[src/adi_pkg.sv]
/*
 * Package for the converter IO interface: instruction field layout,
 * transfer and control codes, register widths, reset values and carriers.
 * Assumes bus bits are numbered 0 (most significant) to 15 (least).
 */
package adi_pkg;

    // ------------------------------------------------------------------
    // Instruction layout (vector index = 15 - bus bit number)
    // ------------------------------------------------------------------
    localparam int          WORD_W        = 16;
    localparam logic [2:0]  IO_CLASS      = 3'h3;
    localparam logic [5:0]  CONV_DEV_CODE = 6'h11;

    typedef struct packed {
        logic [2:0] ioClass;   // bits 0-2
        logic [1:0] accSel;    // bits 3-4
        logic [2:0] xfer;      // bits 5-7
        logic [1:0] func;      // bits 8-9
        logic [5:0] devCode;   // bits 10-15
    } adi_instr_t;

    // Transfer codes
    localparam logic [2:0] XF_NIO     = 3'h0;
    localparam logic [2:0] XF_RD_CHAN = 3'h1;   // read_channel_instr
    localparam logic [2:0] XF_LD_CHAN = 3'h2;   // load_channel_instr
    localparam logic [2:0] XF_RD_ADDR = 3'h3;   // read_address_instr
    localparam logic [2:0] XF_LD_ADDR = 3'h4;   // load_address_instr
    localparam logic [2:0] XF_RD_SAMP = 3'h5;   // read_sample_instr
    localparam logic [2:0] XF_LD_CNT  = 3'h6;   // load_count_instr
    localparam logic [2:0] XF_SKP     = 3'h7;

    // Flag control actions
    localparam logic [1:0] F_NONE  = 2'h0;
    localparam logic [1:0] F_START = 2'h1;
    localparam logic [1:0] F_CLEAR = 2'h2;
    localparam logic [1:0] F_PULSE = 2'h3;

    // Flag tests on the skip transfer
    localparam logic [1:0] SK_BUSY_SET  = 2'h0;
    localparam logic [1:0] SK_BUSY_ZERO = 2'h1;
    localparam logic [1:0] SK_DONE_SET  = 2'h2;
    localparam logic [1:0] SK_DONE_ZERO = 2'h3;

    // ------------------------------------------------------------------
    // Register widths, positions and reset values
    // ------------------------------------------------------------------
    localparam int          CHAN_W        = 8;
    localparam int          ADDR_W        = 15;
    localparam int          COUNT_W       = 12;
    localparam int          MASK_BIT_IDX  = 7;    // bus bit 8
    localparam logic [7:0]  CHAN_RST      = 8'h00;
    localparam logic [7:0]  CHAN_ONE      = 8'h01;
    localparam logic [14:0] ADDR_RST      = 15'h0000;
    localparam logic [14:0] ADDR_ONE      = 15'h0001;
    localparam logic [11:0] COUNT_RST     = 12'h000;
    localparam logic [11:0] COUNT_ONE     = 12'h001;
    localparam logic [15:0] WORD_RST      = 16'h0000;

    localparam int          FIFO_DEPTH    = 32;

    // Word handed to the data channel
    typedef struct packed {
        logic [ADDR_W-1:0] addr;
        logic [WORD_W-1:0] data;
    } adi_dch_word_t;

endpackage : adi_pkg

[src/adi_converter_if.sv]
/*
 * Converter IO interface: instruction decode, busy/done flags, channel
 * scan, sample return and the data channel block engine with its FIFO.
 * Assumes one-cycle instruction strobes synchronous to core_clk and a
 * converter that answers each start pulse with one done pulse.
 */

// ----------------------------------------------------------------------
// FIFO between the converter and the data channel
// ----------------------------------------------------------------------
module adi_fifo #(
    parameter int WIDTH = 31,
    parameter int DEPTH = 32
) (
    input  wire logic             core_clk,
    input  wire logic             reset,
    input  wire logic             inValid,
    output logic                  inReady,
    input  wire logic [WIDTH-1:0] inData,
    output logic                  outValid,
    input  wire logic             outReady,
    output logic      [WIDTH-1:0] outData
);
    localparam int AW = $clog2(DEPTH);
    localparam logic [AW:0]   CNT_FULL = (AW+1)'(DEPTH);
    localparam logic [AW:0]   CNT_ZERO = '0;
    localparam logic [AW:0]   CNT_ONE  = (AW+1)'(1);
    localparam logic [AW-1:0] PTR_ONE  = AW'(1);

    logic [WIDTH-1:0] mem [DEPTH];
    logic [AW-1:0]    wrPtr_q;
    logic [AW-1:0]    rdPtr_q;
    logic [AW-1:0]    rdPtr_d;
    logic [AW:0]      count_q;
    logic [AW:0]      count_d;
    logic             push;
    logic             pop;

    assign push    = inValid && inReady;
    assign pop     = outValid && outReady;
    assign rdPtr_d = pop ? rdPtr_q + PTR_ONE : rdPtr_q;

    always_comb begin
        count_d = count_q;
        if (push && !pop) begin
            count_d = count_q + CNT_ONE;
        end else if (pop && !push) begin
            count_d = count_q - CNT_ONE;
        end
    end

    // Head is registered so the word leaves the block straight from a flop
    always_ff @(posedge core_clk) begin
        if (push) begin
            mem[wrPtr_q] <= inData;
        end
        if (push && (wrPtr_q == rdPtr_d)) begin
            outData <= inData;
        end else begin
            outData <= mem[rdPtr_d];
        end
    end

    // Flags are registered so full and empty never glitch on the pointers
    always_ff @(posedge core_clk or posedge reset) begin
        if (reset) begin
            wrPtr_q  <= '0;
            rdPtr_q  <= '0;
            count_q  <= '0;
            inReady  <= 1'b1;
            outValid <= 1'b0;
        end else begin
            if (push) begin
                wrPtr_q <= wrPtr_q + PTR_ONE;
            end
            rdPtr_q <= rdPtr_d;
            count_q  <= count_d;
            inReady  <= (count_d != CNT_FULL);
            outValid <= (count_d != CNT_ZERO);
        end
    end
endmodule : adi_fifo

// ----------------------------------------------------------------------
// Top level
// ----------------------------------------------------------------------
module adi_converter_if
    import adi_pkg::*;
(
    input  wire logic              core_clk,
    input  wire logic              reset,
    input  wire logic              ioStrobe,
    input  wire adi_instr_t        ioInstr,
    input  wire logic [WORD_W-1:0] accIn,
    input  wire logic              maskStrobe,
    input  wire logic              extendedEnable,
    input  wire logic              convDone,
    input  wire logic [WORD_W-1:0] convData,
    input  wire logic              dchAck,
    output logic      [WORD_W-1:0] rdData,
    output logic                   rdValid,
    output logic      [1:0]        rdAcc,
    output logic                   skipTaken,
    output logic                   busy,
    output logic                   done,
    output logic                   intReq,
    output logic                   convStart,
    output logic      [CHAN_W-1:0] channelSel,
    output logic                   dchReq,
    output adi_dch_word_t          dchWord
);

    // ------------------------------------------------------------------
    // Decode
    // ------------------------------------------------------------------
    logic               hit;
    logic               flagOp;
    logic               actStart;
    logic               actClear;
    logic               actPulse;
    logic               convEnd;
    logic               wordStored;
    logic               lastWord;
    logic               setBusy;
    logic [COUNT_W-1:0] countInc;
    logic [CHAN_W-1:0]  chanNext;

    logic [CHAN_W-1:0]  finalChan_q;
    logic [ADDR_W-1:0]  addr_q;
    logic [COUNT_W-1:0] count_q;
    logic [WORD_W-1:0]  sample_q;
    logic               auto_q;
    logic               convRun_q;
    logic               intDisable_q;
    logic               pend_q;
    logic               fifoInReady;
    adi_dch_word_t      fifoIn;

    assign hit = ioStrobe && (ioInstr.ioClass == IO_CLASS)
                 && (ioInstr.devCode == CONV_DEV_CODE);
    assign flagOp   = hit && (ioInstr.xfer != XF_SKP);
    assign actStart = flagOp && (ioInstr.func == F_START);
    assign actClear = flagOp && (ioInstr.func == F_CLEAR);
    // Pulse has no meaning without the block engine, so it is ignored then
    assign actPulse = flagOp && (ioInstr.func == F_PULSE) && extendedEnable;

    assign convEnd    = convDone && convRun_q && busy;
    assign wordStored = dchReq && dchAck;
    assign countInc   = count_q + COUNT_ONE;
    assign lastWord   = wordStored && (countInc == COUNT_RST);
    assign setBusy    = actStart || actPulse;

    assign chanNext = (extendedEnable && (channelSel == finalChan_q))
                      ? CHAN_RST : channelSel + CHAN_ONE;

    // ------------------------------------------------------------------
    // Busy, done and mode flags
    // ------------------------------------------------------------------
    always_ff @(posedge core_clk or posedge reset) begin
        if (reset) begin
            busy   <= 1'b0;
            auto_q <= 1'b0;
        end else begin
            if (actClear) begin
                busy   <= 1'b0;
                auto_q <= 1'b0;
            end else if (setBusy) begin
                busy   <= 1'b1;
                auto_q <= actPulse;
            end else if ((convEnd && !auto_q) || lastWord) begin
                busy   <= 1'b0;
                auto_q <= 1'b0;
            end
        end
    end

    // A completion landing with a clear still sets done: the event wins
    always_ff @(posedge core_clk or posedge reset) begin
        if (reset) begin
            done <= 1'b0;
        end else if ((convEnd && !auto_q) || lastWord) begin
            done <= 1'b1;
        end else if (actClear || setBusy) begin
            done <= 1'b0;
        end
    end

    always_ff @(posedge core_clk or posedge reset) begin
        if (reset) begin
            intDisable_q <= 1'b0;
            intReq       <= 1'b0;
        end else begin
            if (maskStrobe) begin
                intDisable_q <= accIn[MASK_BIT_IDX];
            end
            intReq <= done && !intDisable_q;
        end
    end

    // ------------------------------------------------------------------
    // Converter control
    // ------------------------------------------------------------------
    always_ff @(posedge core_clk or posedge reset) begin
        if (reset) begin
            convStart <= 1'b0;
            convRun_q <= 1'b0;
        end else begin
            // Restart only once the previous word left through the channel
            convStart <= setBusy
                         || (wordStored && !lastWord && auto_q && busy && !actClear);
            if (convStart) begin
                convRun_q <= 1'b1;
            end else if (convDone) begin
                convRun_q <= 1'b0;
            end
        end
    end

    always_ff @(posedge core_clk or posedge reset) begin
        if (reset) begin
            sample_q <= WORD_RST;
        end else if (convEnd) begin
            sample_q <= convData;
        end
    end

    // ------------------------------------------------------------------
    // Channel registers
    // ------------------------------------------------------------------
    always_ff @(posedge core_clk or posedge reset) begin
        if (reset) begin
            channelSel  <= CHAN_RST;
            finalChan_q <= CHAN_RST;
        end else if (hit && (ioInstr.xfer == XF_LD_CHAN)) begin
            channelSel <= accIn[CHAN_W-1:0];
            if (extendedEnable) begin
                finalChan_q <= accIn[WORD_W-1:CHAN_W];
            end
        end else if (convEnd) begin
            channelSel <= chanNext;
        end
    end

    // ------------------------------------------------------------------
    // Block engine: address and count advance together per stored word
    // ------------------------------------------------------------------
    always_ff @(posedge core_clk or posedge reset) begin
        if (reset) begin
            addr_q  <= ADDR_RST;
            count_q <= COUNT_RST;
        end else begin
            if (hit && extendedEnable && (ioInstr.xfer == XF_LD_ADDR)) begin
                addr_q <= accIn[ADDR_W-1:0];
            end else if (wordStored) begin
                addr_q <= addr_q + ADDR_ONE;
            end
            if (hit && extendedEnable && (ioInstr.xfer == XF_LD_CNT)) begin
                count_q <= accIn[COUNT_W-1:0];
            end else if (wordStored) begin
                count_q <= countInc;
            end
        end
    end

    // Word waits here while the FIFO is full, which holds off the restart
    always_ff @(posedge core_clk or posedge reset) begin
        if (reset) begin
            pend_q <= 1'b0;
        end else if (convEnd && auto_q) begin
            pend_q <= 1'b1;
        end else if (fifoInReady) begin
            pend_q <= 1'b0;
        end
    end

    assign fifoIn.addr = addr_q;
    assign fifoIn.data = sample_q;

    adi_fifo #(
        .WIDTH ($bits(adi_dch_word_t)),
        .DEPTH (FIFO_DEPTH)
    ) u_fifo (
        .core_clk (core_clk),
        .reset    (reset),
        .inValid  (pend_q),
        .inReady  (fifoInReady),
        .inData   (fifoIn),
        .outValid (dchReq),
        .outReady (dchAck),
        .outData  (dchWord)
    );

    // ------------------------------------------------------------------
    // Read returns and flag tests
    // ------------------------------------------------------------------
    always_ff @(posedge core_clk or posedge reset) begin
        if (reset) begin
            rdData    <= WORD_RST;
            rdValid   <= 1'b0;
            rdAcc     <= '0;
            skipTaken <= 1'b0;
        end else begin
            rdValid   <= 1'b0;
            skipTaken <= 1'b0;
            rdAcc     <= ioInstr.accSel;
            if (hit) begin
                case (ioInstr.xfer)
                    XF_RD_CHAN: begin
                        rdValid <= 1'b1;
                        rdData  <= extendedEnable ? {finalChan_q, channelSel}
                                                  : {CHAN_RST, channelSel};
                    end
                    XF_RD_ADDR: begin
                        rdValid <= extendedEnable;
                        rdData  <= {1'b0, addr_q};
                    end
                    XF_RD_SAMP: begin
                        rdValid <= 1'b1;
                        rdData  <= sample_q;
                    end
                    XF_SKP: begin
                        case (ioInstr.func)
                            SK_BUSY_SET:  skipTaken <= busy;
                            SK_BUSY_ZERO: skipTaken <= !busy;
                            SK_DONE_SET:  skipTaken <= done;
                            default:      skipTaken <= !done;
                        endcase
                    end
                    default: begin
                        rdValid <= 1'b0;
                    end
                endcase
            end
        end
    end

endmodule : adi_converter_if

[config.mk]
export PLATFORM = sky130hd
export DESIGN_NAME = adi_converter_if
export DESIGN_NICKNAME = d
export VERILOG_FILES = /design/src/adi_pkg.sv /design/src/adi_converter_if.sv
export SDC_FILE = /design/constraint.sdc
export NUM_CORES = 1
export LEC_CHECK = 0
export BUFFER_PORTS_ARGS = -buffer_cell sky130_fd_sc_hd__buf_2
export CORE_MARGIN = 2
export CORE_UTILIZATION = 49
export CTS_CLUSTER_DIAMETER = 100
export CTS_CLUSTER_SIZE = 16
export DETAILED_ROUTE_END_ITERATION = 7
export PLACE_DENSITY = 0.7
export SLEW_MARGIN = 20
export SYNTH_ARGS = -nofsm -noshare
export SYNTH_HDL_FRONTEND = slang
export SYNTH_HIERARCHICAL = 1
export SYNTH_SLANG_ARGS = --single-unit
[constraint.sdc]
create_clock -name core_clk -period 3.3 [get_ports core_clk]
set_input_delay 0.165 -clock core_clk [delete_from_list [all_inputs] [get_ports core_clk]]
set_output_delay 0.165 -clock core_clk [all_outputs]
set_load 0.01 [all_outputs]
# After elaboration in Yosys (flattened, before gate mapping)
# Memory sizes are Yosys's and may differ from the RTL's. A register that Yosys moved wholly into a read port is not among the register bits.
# Cells that the tools add are included.
# word_totals
reg_bits,105
ram_bits,992
output_inout_bits,64
word_cells,127
mem_count,1
# op_classes
addsub,7
n_eq_ne,15
n_mux,30
n_reduce_logical,52
# mem_list
name,depth,word_bits,read_ports,rd_clocked_by_memory_dff,wr,line_no,rtl
u_fifo.mem,32,31,1,1,1,adi_converter_if.sv:30,logic [WIDTH-1:0] mem [DEPTH];
# op_table
cell,n
one-hot mux 16 bit (3 select lines),1
2-to-1 mux 15 bit,2
logical AND 1 bit,26
2-to-1 mux 12 bit,2
2-to-1 mux 8 bit,3
2-to-1 mux 1 bit,16
2-to-1 mux 16 bit,1
adder 15 x 1 -> 15 bit (second input constant),1
adder 12 x 1 -> 12 bit (second input constant),1
equality test 3 bit (second input constant),4
logical NOT 12 bit,1
2-to-1 mux 6 bit,2
nonzero test 2 bit,6
adder 5 x 1 -> 5 bit (second input constant),2
equality test 3 x 2 -> 1 bit (second input constant),3
adder 8 x 1 -> 8 bit (second input constant),1
equality test 8 bit,1
logical NOT 1 bit,8
adder 6 x 1 -> 6 bit (second input constant),1
equality test 6 x 5 -> 1 bit (second input constant),1
!= test 6 bit (second input constant),1
nonzero test 3 bit,2
nonzero test 6 bit,1
subtractor 6 x 1 -> 6 bit (second input constant),1
other kinds (11),16

# Logic depth before layout (Yosys ltp)
# logic_depth
ltp_word,10
mapped_depth,9
depth_no_buf,7

# Hierarchy
# Netlist, hierarchy kept.
# by_module_without_submodules
mod,instances,cells_per_inst,area_each_um2,seq_area_each_um2
adi_fifo,1,1760,39330.2,30340.3
adi_converter_if,1,472,4359.2,2177.1

# Least setup slack after synthesis
# Ideal clock, no wire load.
# synth_path
path_kind,reg2reg
startpoint,register u_fifo.inReady
endpoint,"memory u_fifo.mem[31][0], enable pin"
t_arrival_ns,2.589
slack_ns,0.292
path_stages_with_launch,6
path_buffers,2
synth_period_minus_slack_ns,3.008
cell_sequence,dfstp_2 and2_1 clkbuf_1 nand2_1 clkbuf_1 nor2_1
# synth_via
elab_chain_len,3
# synth_lines
element,line_no,rtl
from (decl),adi_converter_if.sv:18,"output logic inReady,"
from (signal assigned),adi_converter_if.sv:78,inReady <= (count_d != CNT_FULL);
logical AND 1 bit,adi_converter_if.sv:39,assign push = inValid && inReady;
2-to-1 mux 1 bit,adi_converter_if.sv:54,if (push) begin
2-to-1 mux 1 bit (not written as such),adi_converter_if.sv:55,mem[wrPtr_q] <= inData;
to (decl),adi_converter_if.sv:30,
# Every way passes these cells.

==> results by group <==
Floorplan
  • Initial Utilization: 49.44%
  • Io pins: 119
  • Floorplan row count: 109
  • Die Area: 91570 sq um
  • Core Region: 88370 sq um
  • Die span in x: 302.6 microns
  • Die Y-Extent: 302.6 microns

Logic synthesis
  • Synth unique cells: 58
  • Synth async-reset ratio: 9.528%
  • Post-Synth XOR/XNOR Area: 0.8620%
  • Synth Net Count: 2297
  • Mean Syn Cell Area: 19.57 sq um
  • Synth warn: 6
  • Post-Synth Adder-Cell Area: 0.2864%
  • Mux contribution to synthesized area: 16.11%
  • Simple-Gate Fraction of Synth Area: 3.692%
  • FF+latch count, synth: 1102
  • Post-synthesis sequential area ratio: 74.43%
  • Synth top area share: 68.18%
  • Compound-Gate Fraction of Synth Area: 3.182%
  • Post-synth EDFFs: 992
  • Post-Syn Instances: 2232
  • Leading area contributor after synthesis: edfxtp_1
  • Largest family of logic cells by synthesized area: multiplexers
  • Ys flop type: edfxtp_1
  • Top cells by area, synth: edfxtp_1 (68%), mux4_2 (13%), dfrtp_1 (6.0%)
  • Post-synth design cell area: 43690 sq um

Worst hold path
  • Min-Delay Path Class: input port to flop

Routing
  • Vias: 22750
  • Via-to-Cell Ratio: 6.188
  • Drt total wl: 106000 microns
  • Drt pass-1 iters: 5
  • Drt drc: 0
  • Drt wl/cell: 28.82 microns
  • Starting DRT DRC Count: 2495
  • Antenna viol nets, final: 0

STA
  • Worst rel slew slack: 27.33%
  • Tcrit/Tclk final: 97.07%
  • Layout Skew: 0.04467 ns
  • Measured slew at the worst slew-check pin: 1.090 ns
  • Final min period: 3.203 ns
  • Peak Freq: 312.2 MHz
  • Final worst slack: 0.09685 ns
  • Setup violations, final: 0
  • Final setup TNS: 0 ns
  • Final Max Tran Viols: 0
  • Fin. Hold Viols: 0

Place
  • Final Wtd Congestion: 0.8587
  • IO buf count: 118
  • Placed cell area: 46660 sq um
  • Dpl hpwl: 63420 microns
  • Place WS: 0.6521 ns
  • Placed instance count: 3505

Worst setup path
  • Cell Chain, Critical Path: buf_12 -> mux4_2 -> mux2i_1 -> nand2_1 -> o21ai_1 -> a21oi_1 -> buf_2
  • CP max stage cell: mux4_2
  • Critical path arrival: 3.04 ns
  • Max incr delay on CP: 0.55 ns
  • Worst Setup End Kind: output port
  • Worst path required time: 3.13 ns
  • Crit-path max FO: 30
  • Setup Crit Path Kind: flop to output port
  • CP startpoint kind: flop

Clock network
  • CTS Buffer Depth: 3
  • CTS Buf Count: 78
  • Clock sinks: 1102
  • CTS tree: built
  • Clock Latency Late Sink: 0.67 ns
  • Htree depth: 3
  • CTS clock-pin slew for the worst setup and hold paths: 0.07 ns
  • Clk root buf: clkbuf_16

Cells and area
  • Antenna fix cells: 0
  • # nets final: 2547
  • Area of the multi-input gates: 10810 sq um
  • Filler cell count: 6510
  • Share of layout cells above drive strength 1: 28.94%
  • Register Area: 32550 sq um
  • Fin util: 56.10%
  • Layout Cells excl Fill: 3677
  • Final Cell Area: 49580 sq um
  • Area delta synth->final: 13.48%

Global route
  • Initial antenna violation count: 1
  • Vias in the first global route: 22620
  • Overall Global Routing Usage: 23.34%
  • First-pass GRT wire length: 153600 microns
  • GRT Residual Overflow: 0
  • Largest net degree at the start of global routing: 88

Pwr
  • Lkg Pwr: 0.01715 uW
  • Worst vdd ir: 0.4939 mV
  • PD cells: 667.0 nW/um^2

Flow run
  • # Max-Cap Violations: 0

Status
  • Run status: finished clean
==> per-stage QoR <==
| stage | total power [uW] | hold WS [ns] |
|---|---|---|
| after detailed placement | 24180 | 0.2743 |
| after global placement | 24060 | 0.2750 |
| after global routing | 34270 | 0.1240 |
| after floorplan | 21520 | 0.1028 |
| final | 33070 | 0.1442 |
| after CTS | 33050 | 0.09891 |
==> final timing paths <==
| path | startpoint | to | slack, ns | depth (start not counted) |
|---|---|---|---|---|
| worst max-delay path | flop | dchWord[22] | 0.1 | 7 |
| worst min-delay path | ioInstr[2] | done | 0.14 | 6 |
| worst max register to register | count_q[2] | busy | 0.72 | 7 |
| worst min register to register | intDisable_q | intReq | 0.42 | 1 |
| max in group asynchronous | reset | sample_q[11] | 2.47 | 3 |
| min in group asynchronous | reset | addr_q[1] | 0.22 | 3 |
==> worst max-delay path: cells and delay by family, from the launching register on <==
| kind | cells | cell delay (ns) |
|---|---|---|
| buffers and inverters | 2 | 0.53 |
| flip-flops | 1 | 0.48 |
| AO/OA/AOI/OAI | 2 | 0.56 |
| AND/OR/NAND/NOR | 1 | 0.11 |
| multiplexers | 2 | 0.69 |
==> repair_timing <==
action | in CTS | in global routing
gates resized for setup | 1 | 8
endpoints found under the setup margin | 1 | 29
buffers inserted | 0 | 6
gates cloned | 0 | 3
hold buffers | 53 | 0
endpoints found under the hold margin | 173 | 0
==> layout by cell type, fill, tap and decap left out, types with 10 or more instances in the layout <==
master,Yosys,final
ha_1,10,10
edfxtp_1,992,992
clkbuf_1,55,24
and2_1,10,10
a21oi_1,56,56
buf_4,13,79
xor2_1,17,17
nand4_1,14,14
a211oi_2,31,31
nor2_4,0,32
buf_12,0,30
inv_1,11,10
o21ai_0,48,48
mux4_2,248,248
xnor2_1,26,26
nand3_1,20,20
and3_1,12,12
dfrtp_1,104,95
nand2_1,150,150
nor2_1,106,74
buf_2,23,118
clkbuf_16,0,81
mux2i_1,64,61
o21ai_1,32,31
dlygate4sd3_1,0,53
mux2_2,64,64
==> registers in the layout (all words and copies together), names as in the netlist, named ones only <==
signal	cells
rdData	16
channelSel	8
u_fifo/rdPtr_q	5
u_fifo/mem	992
convStart	1
rdAcc	2
auto_q	1
u_fifo/wrPtr_q	5
u_fifo/count_q	6
intReq	1
busy	1
intDisable_q	1
addr_q	15
convRun_q	1
skipTaken	1
count_q	12
u_fifo/inReady	1
u_fifo/outValid	1
finalChan_q	8
done	1
sample_q	16
pend_q	1
rdValid	1
==> power by group <==
group | internal [uW] | switching, uW
combinational | 3410 | 4540
sequential | 15600 | 561
clock | 4400 | 4520
total | 23400 | 9620
==> Yosys cell counts (all sizes together), types with 2 or more instances <==
cell and n:
mux4 248, xor2 17, nand3b 7, xnor2 26
a211oi 31, nand4b 2, mux2i 64, a22oi 5
a22o 8, or3 5, mux2 72, a31oi 9
dfrtp 104, o21ai 81, nor2b 5, nand4 15
and4 3, nor2 107, ha 10, and3 12
nor3 9, a21o 2, and2 10, inv 11
o211ai 4, dfxtp 5, nand3 20, edfxtp 992
nor3b 2, a21oi 56, nand2 151, nor4 3
a222oi 7, clkbuf 56, buf 63
==> logic make-up (layout without fill, tap and decap cells) <==
| logic type | after synthesis | in the layout |
|---|---|---|
| mux | 384 | 384 |
| buf+inv | 130 | 410 |
| simple gates | 356 | 356 |
| fa+ha+maj | 10 | 10 |
| xor+xnor | 43 | 43 |
| flops | 1102 | 1102 |
| compound gates | 207 | 207 |
==> layout make-up <==
class,count,share of cell area [%]
Sequential cell,1102,65.65
Multi-Input combinational cell,1000,21.81
Timing Repair Buffer,289,5.088
Clock buffer,103,4.146
Tap cell,1165,2.940
Clock inverter,7,0.2776
Inverter,11,0.09338
==> metal layers <==
| metal | vias up | GRT usage, % | share of wire [%] |
|---|---|---|---|
| met5 | - | 0 | 0 |
| met4 | 0 | 5.829 | 2.4 |
| met3 | 153 | 4.117 | 8.9 |
| met2 | 1092 | 37.03 | 48 |
| met1 | 12060 | 34.05 | 40 |
| li1 | 9447 | - | - |
(Power assumes the default switching activity.)
